File: config.mk
export PLATFORM = sky130hd
export DESIGN_NAME = pwdt_top
export DESIGN_NICKNAME = d
export VERILOG_FILES = /design/src/hw/pwdt_pkg.sv /design/src/hw/pwdt_top.sv
export SDC_FILE = /design/constraint.sdc
export NUM_CORES = 1
export LEC_CHECK = 0
export ABC_AREA = 1
export BUFFER_PORTS_ARGS = -buffer_cell sky130_fd_sc_hd__buf_4
export CORE_UTILIZATION = 54
export DETAILED_ROUTE_END_ITERATION = 10
export PLACE_DENSITY = 0.8
export SLEW_MARGIN = 15
export SYNTH_ARGS = -nofsm -noshare
export SYNTH_HDL_FRONTEND = slang
export SYNTH_SLANG_ARGS = --single-unit
File: constraint.sdc
create_clock -name CLOCK -period 2.35 [get_ports CLOCK]
set_clock_uncertainty 0.1 [all_clocks]
set_input_delay 0.235 -clock CLOCK [delete_from_list [all_inputs] [get_ports CLOCK]]
set_output_delay 0.235 -clock CLOCK [all_outputs]
set_load 0.03 [all_outputs]
File: src/hw/pwdt_pkg.sv
package pwdt_pkg;
  // ------------------------------------------------------------
  // register map
  // ------------------------------------------------------------
  localparam logic [7:0] PWDT_CTRL_OFFSET = 8'h0c;
  localparam logic [15:0] PWDT_CTRL_RESET = 16'h6904;
  localparam logic [7:0] PWDT_WRITE_KEY = 8'h5a;
  localparam logic [7:0] PWDT_READ_KEY = 8'h69;
  // ------------------------------------------------------------
  // field positions
  // ------------------------------------------------------------
  localparam int PWDT_FREEZE_BIT = 7;
  localparam int PWDT_SRC_LSB = 5;
  localparam int PWDT_MODE_BIT = 4;
  localparam int PWDT_RESTART_BIT = 3;
  localparam int PWDT_PERIOD_LSB = 0;
  // ------------------------------------------------------------
  // tick sources
  // ------------------------------------------------------------
  localparam logic [1:0] PWDT_SRC_SUB = 2'h0;
  localparam logic [1:0] PWDT_SRC_AUX = 2'h1;
  localparam logic [1:0] PWDT_SRC_VLO = 2'h2;
  localparam logic [1:0] PWDT_SRC_EXTRA = 2'h3;
  // ------------------------------------------------------------
  // counter taps per period code 0..7
  // ------------------------------------------------------------
  localparam int PWDT_CNT_W = 32;
  // a tap falls once every 2^(tap+1) ticks, so divide by 2^n taps bit n-1
  localparam int PWDT_TAP0 = 30;
  localparam int PWDT_TAP1 = 26;
  localparam int PWDT_TAP2 = 22;
  localparam int PWDT_TAP3 = 18;
  localparam int PWDT_TAP4 = 14;
  localparam int PWDT_TAP5 = 12;
  localparam int PWDT_TAP6 = 8;
  localparam int PWDT_TAP7 = 5;

  typedef struct packed {
    logic counter_freeze;
    logic [1:0] tick_source_select;
    logic interval_mode_select;
    logic [2:0] period_select;
  } pwdt_ctrl_t;

  typedef struct packed {
    logic sub_tick;
    logic aux_tick;
    logic vlo_tick;
    logic extra_tick;
  } pwdt_ticks_t;

  typedef enum logic [1:0] {
    PWDT_ACC_NONE = 2'b01,
    PWDT_ACC_WORD = 2'b10
  } pwdt_acc_t;
endpackage

File: src/hw/pwdt_top.sv
// The strobed register port was left to the implementer.
`timescale 1ns/1ps
// Notes on behaviour
// after reset: watchdog mode, subsystem clock, ~32 ms
// software writes full words with key
// wrong key on write forces soft reset
// reads return 069h in upper byte
// byte read returns low byte
// byte write forces soft reset
// 32-bit counter hidden from software
// source field selects one of four ticks
// watchdog expiry forces soft reset
// mode bit: 0 watchdog, 1 interval
// interval expiry sets flag, no reset
// interrupt needs flag, enable and global enable
// flag clears on service or software
// flag and enable bit 0 of outside registers
// flag set after reset caused here
// watchdog mode: failed source replaced by low osc
// interval mode: failed source stops counting
// freeze bit stops the counter
// period field selects counter tap
// software must service before first expiry
// change period together with restart
// freeze before changing source
// restart bit clears counter, reads zero
// period code 111 taps divide by 64
module pwdt_top
  import pwdt_pkg::*;
#(
  parameter int CNT_W = PWDT_CNT_W
) (
  input wire logic CLOCK,
  input wire logic SYS_RST,
  input wire logic CLK_EN,
  input wire logic [7:0] ADDR,
  input wire logic [15:0] WDATA,
  input wire logic WR_STB,
  input wire logic RD_STB,
  input wire logic BYTE_ACC,
  input wire logic [15:0] RDATA_DUMMY_UNUSED_NONE,
  output logic [15:0] RDATA,
  input wire pwdt_ticks_t TICKS,
  input wire logic SUB_CLK_FAIL,
  input wire logic AUX_CLK_FAIL,
  input wire logic TIMER_CAUSED_RESET,
  input wire logic INTERVAL_IRQ_ENABLE,
  input wire logic GLOBAL_IRQ_ENABLE,
  input wire logic IRQ_SERVICED,
  input wire logic FLAG_SW_CLEAR,
  output logic SOFT_SYSTEM_RESET,
  output logic TIMEOUT_FLAG,
  output logic INTERVAL_IRQ,
  output logic CLOCK_REQUEST
);
  // ------------------------------------------------------------
  // helpers
  // ------------------------------------------------------------
  function automatic int tap_of(input logic [2:0] code);
    case (code)
      3'h0: tap_of = PWDT_TAP0;
      3'h1: tap_of = PWDT_TAP1;
      3'h2: tap_of = PWDT_TAP2;
      3'h3: tap_of = PWDT_TAP3;
      3'h4: tap_of = PWDT_TAP4;
      3'h5: tap_of = PWDT_TAP5;
      3'h6: tap_of = PWDT_TAP6;
      default: tap_of = PWDT_TAP7;
    endcase
  endfunction

  // ------------------------------------------------------------
  // control register and access decode
  // ------------------------------------------------------------
  pwdt_ctrl_t ctrl_q, ctrl_d;
  logic [CNT_W-1:0] cnt_q, cnt_d;
  logic flag_q, flag_d;
  logic reset_q, reset_d;
  logic [15:0] rdata_q, rdata_d;
  logic hit, key_ok, wr_ok, wr_bad, restart, tick, expire, tap_now, tap_prev_q, tap_prev_d;
  logic [1:0] eff_src;
  logic [7:0] low_byte;
  pwdt_acc_t acc;

  assign hit = (ADDR == PWDT_CTRL_OFFSET);
  assign acc = BYTE_ACC ? PWDT_ACC_NONE : PWDT_ACC_WORD;
  assign key_ok = (WDATA[15:8] == PWDT_WRITE_KEY);
  assign wr_ok = WR_STB && hit && acc == PWDT_ACC_WORD && key_ok;
  // byte writes and wrong keys both reset, whatever the mode
  assign wr_bad = WR_STB && hit && (acc == PWDT_ACC_NONE || !key_ok);
  assign restart = wr_ok && WDATA[PWDT_RESTART_BIT];
  assign low_byte = {ctrl_q.counter_freeze, ctrl_q.tick_source_select,
                     ctrl_q.interval_mode_select, 1'b0, ctrl_q.period_select};

  // ------------------------------------------------------------
  // tick selection with fail-safe
  // ------------------------------------------------------------
  always_comb begin
    eff_src = ctrl_q.tick_source_select;
    if (!ctrl_q.interval_mode_select &&
        ((eff_src == PWDT_SRC_SUB && SUB_CLK_FAIL) ||
         (eff_src == PWDT_SRC_AUX && AUX_CLK_FAIL))) begin
      eff_src = PWDT_SRC_VLO;
    end
    unique case (eff_src)
      PWDT_SRC_SUB: tick = TICKS.sub_tick && !SUB_CLK_FAIL;
      PWDT_SRC_AUX: tick = TICKS.aux_tick && !AUX_CLK_FAIL;
      PWDT_SRC_VLO: tick = TICKS.vlo_tick;
      PWDT_SRC_EXTRA: tick = TICKS.extra_tick;
    endcase
  end
  // keeps the source alive in low-power modes while guarding
  assign CLOCK_REQUEST = !ctrl_q.interval_mode_select && !ctrl_q.counter_freeze;

  // ------------------------------------------------------------
  // counter and expiry
  // ------------------------------------------------------------
  assign tap_now = cnt_q[tap_of(ctrl_q.period_select)];
  // expiry is the falling edge of the tap, i.e. every 2^(tap+1) ticks
  assign expire = tap_prev_q && !tap_now;

  always_comb begin
    ctrl_d = ctrl_q;
    cnt_d = cnt_q;
    tap_prev_d = tap_now;
    flag_d = flag_q;
    reset_d = 1'b0;
    rdata_d = 16'h0000;
    if (RD_STB && hit) begin
      rdata_d = (acc == PWDT_ACC_NONE) ? {8'h00, low_byte}
                                       : {PWDT_READ_KEY, low_byte};
    end
    if (wr_ok) begin
      ctrl_d.counter_freeze = WDATA[PWDT_FREEZE_BIT];
      ctrl_d.tick_source_select = WDATA[PWDT_SRC_LSB+:2];
      ctrl_d.interval_mode_select = WDATA[PWDT_MODE_BIT];
      ctrl_d.period_select = WDATA[PWDT_PERIOD_LSB+:3];
    end
    if (restart) begin
      cnt_d = '0;
      tap_prev_d = 1'b0;
    end else if (tick && !ctrl_q.counter_freeze) begin
      cnt_d = cnt_q + 1'b1;
    end
    if (IRQ_SERVICED || FLAG_SW_CLEAR) begin
      flag_d = 1'b0;
    end
    if (expire && ctrl_q.interval_mode_select) begin
      flag_d = 1'b1;
    end
    if (wr_bad || (expire && !ctrl_q.interval_mode_select)) begin
      reset_d = 1'b1;
    end
  end

  // ------------------------------------------------------------
  // registers
  // ------------------------------------------------------------
  always_ff @(posedge CLOCK) begin
    if (SYS_RST) begin
      ctrl_q <= pwdt_ctrl_t'(PWDT_CTRL_RESET[7:0] & 8'hf7);
      cnt_q <= '0;
      tap_prev_q <= 1'b0;
      flag_q <= 1'b0;
      reset_q <= 1'b0;
      rdata_q <= 16'h0000;
    end else if (CLK_EN) begin
      ctrl_q <= ctrl_d;
      cnt_q <= cnt_d;
      tap_prev_q <= tap_prev_d;
      flag_q <= flag_d;
      reset_q <= reset_d;
      rdata_q <= rdata_d;
    end
  end

  // watchdog-mode flag is the reset cause recorded outside
  assign TIMEOUT_FLAG = flag_q || TIMER_CAUSED_RESET;
  assign INTERVAL_IRQ = ctrl_q.interval_mode_select && flag_q &&
                        INTERVAL_IRQ_ENABLE && GLOBAL_IRQ_ENABLE;
  assign SOFT_SYSTEM_RESET = reset_q;
  assign RDATA = rdata_q;
endmodule

==> results.md, run 1 <==
* Clock Sinks at 49
* Layout Cells excl Fill at 668
* Post-Syn Area at 3322 um^2
* H-tree depth at 2
* Placed Instances at 660
* Synth top area share at 29.53%
* Via total after detailed routing at 3544
* Top Ports at 77
* Slew margin rel. at 61.18%
* Total negative slack at 0 ns
* RSZ-0062 raised after global routing: no
* Die Span X at 80.43 um
* Largest net degree at the start of global routing at 37
* Hold_sp: WDATA[2]
* Number of synthesized flops with an enable pin at 0
* Footprint of the multi-input gates at 1962 um^2
* Row Count at 28
* Worst setup path startpoint: cnt_q[1]
* Max IR drop VDD at 0.2728 mV
* Core Footprint at 5921 um^2
* Longest Clk Path Bufs at 2
* Post-cts resize count at 0
* Synth Instances at 550
* Setup bufs post-CTS at 0
* Layout net count at 650
* DRC errors left at 0
* First-pass GRT wire length at 14420 um
* Vias in the first global route at 3243
* Final count of hold timing violations at 0
* Worst skew pair latency at 0.31 ns
* Synth area leaders: dfxtp_1 30%, nand2_1 17%, nor2_1 9.7%
* Worst-Margin Slew at 0.5801 ns
* Final-report max-slew violation count at 0
* Hold_buf cts at 0
* Worst hold margin at 0.03553 ns
* Final Routed Wirelength at 8441 um
* Worst Path Arrival at 1.99 ns
* Register area at 980.9 um^2
* Share of cells above drive strength 1 at 15.35%
* DP Area at 3690 um^2
* Post-synthesis sequential area ratio at 29.53%
* Maxcap violations at 0
* Outcome: complete, no violations
* Crit Path Class: register to register
* Number of antenna repair diodes at 0
* Fill count at 583
* Critical Path Start Type: register
* Lkg Pwr at 1.465 nW
* FF-to-FF Start: cnt_q[1]
* Initial core utilization at 56.11%
* Setup violators final at 0
* Routed WL per cell at 12.64 um
* Clk slew on worst S/H paths at 0.10 ns
* CTS tree: done
* Yosys reg bits at 49
* Area growth from synthesis to layout at 13.71%
* Hpwl dp at 6200 um
* GR Util All Layers at 28.03%
* Port bufs at 55
* Die Y at 80.43 um
* Design area at 3777 um^2
* CTS root buf: clkbuf_8
* Total grt overflow at 0
* Async set or reset register ratio after synthesis at 0%
* HP Class: input port to register
* Die footprint at 6469 um^2
* Main synth FF type: dfxtp_1
* Period utilization at 78.38%
* Final ANT Viol Nets at 0
* First-pass iteration count of the detailed router at 5
* TritonCTS buffer count at 5
* Vias/cell at 5.305
* Worst Setup End Kind: register
* Pwr/cell area at 409.1 nW/um^2
* Initial antenna violation count at 0
* DR iter-0 viols at 264
* Fin crit period at 1.842 ns
* Highest clock rate at 542.9 MHz
* Post-synth cell types at 29
* CP Data Required Time at 2.49 ns
* Yosys warns at 0
* Setup WS post-layout at 0.5082 ns
* Crit path max fanout at 4
* Pre-CTS worst setup slack at 0.5558 ns
* Post-synth top area cell: dfxtp_1
* Post-Syn Area per Cell at 6.040 um^2
* Routability cong. at 0.8923
## cell families (layout without fill, tap and decap cells)
kind of cell	count (synthesis)	after routing	synth area share, %
compound gates	69	69	11.00
xor+xnor	12	12	3.164
fa+ha+maj	1	1	0.3766
buf+inv	82	121	11.86
flops	49	49	29.53
other cells	1	5	0.1129
simple gates	336	336	43.95
## metal layers
layer | part of all wire (%) | global-route usage, %
met1 | 45 | 36.95
met2 | 47 | 47.20
met3 | 6.4 | 4.545
met4 | 1.3 | 6.964
met5 | 0 | 0
## final cells by class
class                   instances  area share (%)
flip-flops and latches         49           25.97
clock inverters                 2          0.3975
well taps                      75           2.484
inverters                      52           5.167
clock buffers                   6           1.921
repair buffers                 61           12.12
multi-input cells             423           51.94
## through the flow
step                      util, %  total power (W)
after detailed placement    62.32         0.001050
after floorplan                 -        0.0009766
after global placement      62.32         0.001046
after CTS                   63.80         0.001552
after global routing        63.80         0.001596
final                       63.80         0.001545
## final timing paths
path,endpoint,slack (ns),cells after the start
max,cnt_q[28],0.51,11
min,ctrl_q[2],0.04,3
max reg2reg,cnt_q[28],0.51,11
min reg2reg,RDATA[4],0.38,2
## cell usage in the layout, fill, tap and decap left out, types with 4 or more instances in the layout
master and n:
inv_1 49, nand3_1 64, conb_1 5, a21oi_1 47, nor2_1 86, a211oi_1 4
clkbuf_8 5, buf_4 61, nor3_1 6, nor2_2 9, o21ai_0 14, nand4_1 7
dfxtp_1 49, xor2_1 6, nand2_1 152, xnor2_1 6
## flip-flops by register name (all words and copies together), names as in the netlist
| register | count |
|---|---|
| RDATA | 8 |
| SOFT_SYSTEM_RESET | 1 |
| cnt_q | 31 |
| ctrl_q | 7 |
| flag_q | 1 |
| tap_prev_q | 1 |
## cell usage after synthesis, types with 2 or more instances
| cell | instances |
|---|---|
| nor2_4 | 3 |
| nor3_1 | 6 |
| buf_4 | 11 |
| buf_6 | 5 |
| nand4_1 | 7 |
| a21oi_1 | 47 |
| inv_2 | 3 |
| nand2_1 | 152 |
| clkbuf_1 | 8 |
| xor2_1 | 6 |
| nand2_4 | 3 |
| xnor2_1 | 6 |
| dfxtp_1 | 49 |
| inv_1 | 49 |
| a211oi_1 | 4 |
| o21ai_0 | 14 |
| buf_2 | 6 |
| nand3_1 | 64 |
| nor2_1 | 86 |
| nor2_2 | 9 |
| nand2_2 | 2 |
| o211ai_1 | 3 |
## critical path: stages (launching register included)
cell,delay [ns]
dfxtp_1,0.37
ha_1,0.25
inv_1,0.09
nor2_2,0.23
inv_1,0.08
nor2_2,0.18
nand2_1,0.08
nand2_1,0.06
nand2_1,0.05
nor2_1,0.09
nand2_1,0.06
a21oi_1,0.12
## where the power goes
part / switching [W] / leakage, nW / internal [W] / total (W)
clock network: 0.000304 / 0.0374 / 0.000211 / 0.000515
registers: 0.00000494 / 0.396 / 0.000838 / 0.000843
logic: 0.000111 / 1.03 / 0.0000759 / 0.000187
total: 0.000421 / 1.47 / 0.00112 / 0.00155
Note: power is estimated with default switching activity, not from simulation.
==> run 2: changes to the inputs <==
Settings changed: CORE_UTILIZATION 54 to 49, PLACE_DENSITY 0.8 to 0.77.
Clock period 2.35 ns to 1.5 ns, I/O delays scaled along.
==> run 2 against run 1 <==
Clock power grew 98%. Critical path depth shrank 1. Via count grew 16%. Highest routed layer unchanged. Final area increased by 26%. Combinational power increased by 110%. Maximum frequency up 11%. Global-route usage fell by 0.40 points. Utilization rose by 10 points. The run now ends with design-rule violations, negative setup slack left. Flip-flop and latch count did not move. Cell count grew 9.4%. First-iteration DRC count rose by 33%. Register-to-register slack lost 0.66 ns.
==> results.md, run 2 (synthesis gave the netlist of run 1 again) <==
* Routed WL per cell at 15.66 um (was 12.64 um)
* Worst hold margin at 0.01684 ns (was 0.03553 ns)
* Clk slew on worst S/H paths at 0.10 ns (about the same)
* First-pass GRT wire length at 16080 um (was 14420 um)
* Final count of hold timing violations at 0 (unchanged)
* Setup WS post-layout at -0.1559 ns (was 0.5082 ns)
* Most frequent cells in the layout: 128 x nand2_1, 108 x buf_4, 55 x nor2_1, 53 x nand3_1 (was 152 x nand2_1, 86 x nor2_1, 64 x nand3_1, 61 x buf_4)
* Worst-path cell chain: ha_4 -> nand2_1 -> inv_1 -> nand4_1 -> nor2_1 -> nand2_2 -> nor3_4 -> nand3_1 -> nand2_1 -> nor2_1 (was ha_1 -> inv_1 -> nor2_2 -> inv_1 -> nor2_2 -> nand2_1 -> nand2_1 -> nand2_1 -> nor2_1 -> nand2_1 -> a21oi_1)
* Share of cells above drive strength 1 at 40.21% (was 15.35%)
* Slowest cell on crit path: dfxtp_4 (was dfxtp_1)
* CTS root buf: clkbuf_8 (unchanged)
* Placed Instances at 704 (was 660)
* Post-layout util at 73.98% (was 63.80%)
* Critical Path Start Type: register (unchanged)
* Largest net degree at the start of global routing at 34 (was 37)
* Worst Path Arrival at 1.77 ns (was 1.99 ns)
* GR Util All Layers at 27.63% (was 28.03%)
* Top Ports at 77 (unchanged)
* Via total after detailed routing at 4110 (was 3544)
* Max IR drop VDD at 0.4017 mV (was 0.2728 mV)
* Vias/cell at 5.622 (was 5.305)
* Hpwl dp at 6920 um (was 6200 um)
* Routability cong. at 0.8668 (was 0.8923)
* Initial core utilization at 51.43% (was 56.11%)
* Area growth from synthesis to layout at 43.84% (was 13.71%)
* Largest register FFs at 31 (unchanged)
* Pwr/cell area at 569.3 nW/um^2 (was 409.1 nW/um^2)
* Port bufs at 55 (unchanged)
* Total grt overflow at 0 (unchanged)
* DRC errors left at 4 (was 0)
* Core Footprint at 6459 um^2 (was 5921 um^2)
* Crit path max fanout at 3 (was 4)
* Outcome: finished with violations (was complete, no violations)
* Layout net count at 711 (was 650)
* Longest Clk Path Bufs at 2 (unchanged)
* HP Class: input port to register (unchanged)
* Crit path largest cell delay at 0.39 ns (was 0.37 ns)
* R2R Setup Slk at -0.16 ns (was 0.51 ns)
* Worst skew pair latency at 0.31 ns (about the same)
* Lkg Pwr at 1.961 nW (was 1.465 nW)
* Vias in the first global route at 3654 (was 3243)
* Die Y at 84.34 um (was 80.43 um)
* H-tree depth at 2 (unchanged)
* Commonest non-fill, non-tap cell in the layout: nand2_1 (unchanged)
* Initial antenna violation count at 0 (unchanged)
* Crit Path Class: register to register (unchanged)
* Row Count at 29 (was 28)
* TritonCTS buffer count at 5 (unchanged)
* Die Span X at 84.34 um (was 80.43 um)
* Maxcap violations at 0 (unchanged)
* Fin crit period at 1.656 ns (was 1.842 ns)
* Number of antenna repair diodes at 0 (unchanged)
* Die footprint at 7112 um^2 (was 6469 um^2)
* Top reg by flops: cnt_q (unchanged)
* Final Routed Wirelength at 11450 um (was 8441 um)
* Failing checks: design-rule violations, negative setup slack
* Clock Sinks at 49 (unchanged)
* Worst Setup End Kind: register (unchanged)
* Period utilization at 110.4% (was 78.38%)
* CTS tree: done (unchanged)
* Final-report max-slew violation count at 0 (unchanged)
* Setup violators final at 29 (was 0)
* CP Data Required Time at 1.62 ns (was 2.49 ns)
* RSZ-0062 raised after global routing: yes (was no)
* DR iter-0 viols at 351 (was 264)
* Layout Cells excl Fill at 731 (was 668)
* Highest clock rate at 603.9 MHz (was 542.9 MHz)
* First-pass iteration count of the detailed router at 8 (was 5)
* Final ANT Viol Nets at 0 (unchanged)
==> run 2: cell types whose count changed in the layout (fill, tap and decap cells not counted), sizes merged <==
cell         change
clkbuf           +4
clkinvlp         -2
buf             +54
bufinv           +1
dlygate4sd3      +4
==> run 2: layer usage <==
metal | track usage [%] | vias up | routed length [um]
li1 | - | 1947 | -
met1 | 35.77 | 1884 | 4620
met2 | 46.80 | 231 | 5633
met3 | 3.835 | 48 | 808
met4 | 10.63 | 0 | 386
met5 | 0 | - | 0
==> run 2: layout make-up <==
| class | instances | area, um^2 |
|---|---|---|
| Clock buffer | 7 | 86.33 |
| Multi-Input combinational cell | 423 | 2283 |
| Sequential cell | 49 | 1051 |
| Timing Repair Buffer | 122 | 1031 |
| Fill cell | 463 | 1680 |
| Tap cell | 77 | 96.34 |
| Inverter | 52 | 200.2 |
| Clock inverter | 1 | 30.03 |
==> run 2: where the power goes <==
part           total [W]  switching (W)  internal, W
sequential       0.00130      0.0000104      0.00129
combinational   0.000397       0.000216     0.000181
clock            0.00102       0.000476     0.000545
total            0.00272       0.000702      0.00202
==> run 2: critical path, delay by kind of cell (launching register included) <==
family	cells	cell delay (ns)
DFF	1	0.39
buffers and inverters	1	0.08
and+or+nand+nor	8	0.85
adders and majority gates	1	0.16
==> run 2: worst paths after layout <==
kind,cells after the start,start,endpoint
worst max register to register,10,cnt_q[1],cnt_q[24]
worst min-delay path,3,WDATA[5],ctrl_q[4]
worst max-delay path,10,cnt_q[1],cnt_q[24]
worst min register to register,2,RDATA[4],RDATA[4]
==> run 2: metrics by stage <==
step | area, um^2 | setup WS [ns] | total power, W | TNS [ns]
2_1_floorplan | 3346 | 0.01076 | 0.001531 | 0
3_3_place_gp | 4054 | -0.05905 | 0.001664 | -0.3297
3_5_place_dp | 4054 | -0.1196 | 0.001671 | -2.167
4_1_cts | 4318 | 0.0002319 | 0.002676 | 0
5_1_grt | 4778 | -0.2346 | 0.002807 | -3.594
6_report | 4778 | -0.1559 | 0.002720 | -1.180
==> run 2: repair_timing <==
action	4_1_cts	5_1_grt
hold endpoints to repair	4	0
setup endpoints to repair	31	34
gates cloned	0	4
setup buffers	4	7
gates resized for setup	33	112
hold buffers	4	0
pin swaps	4	28
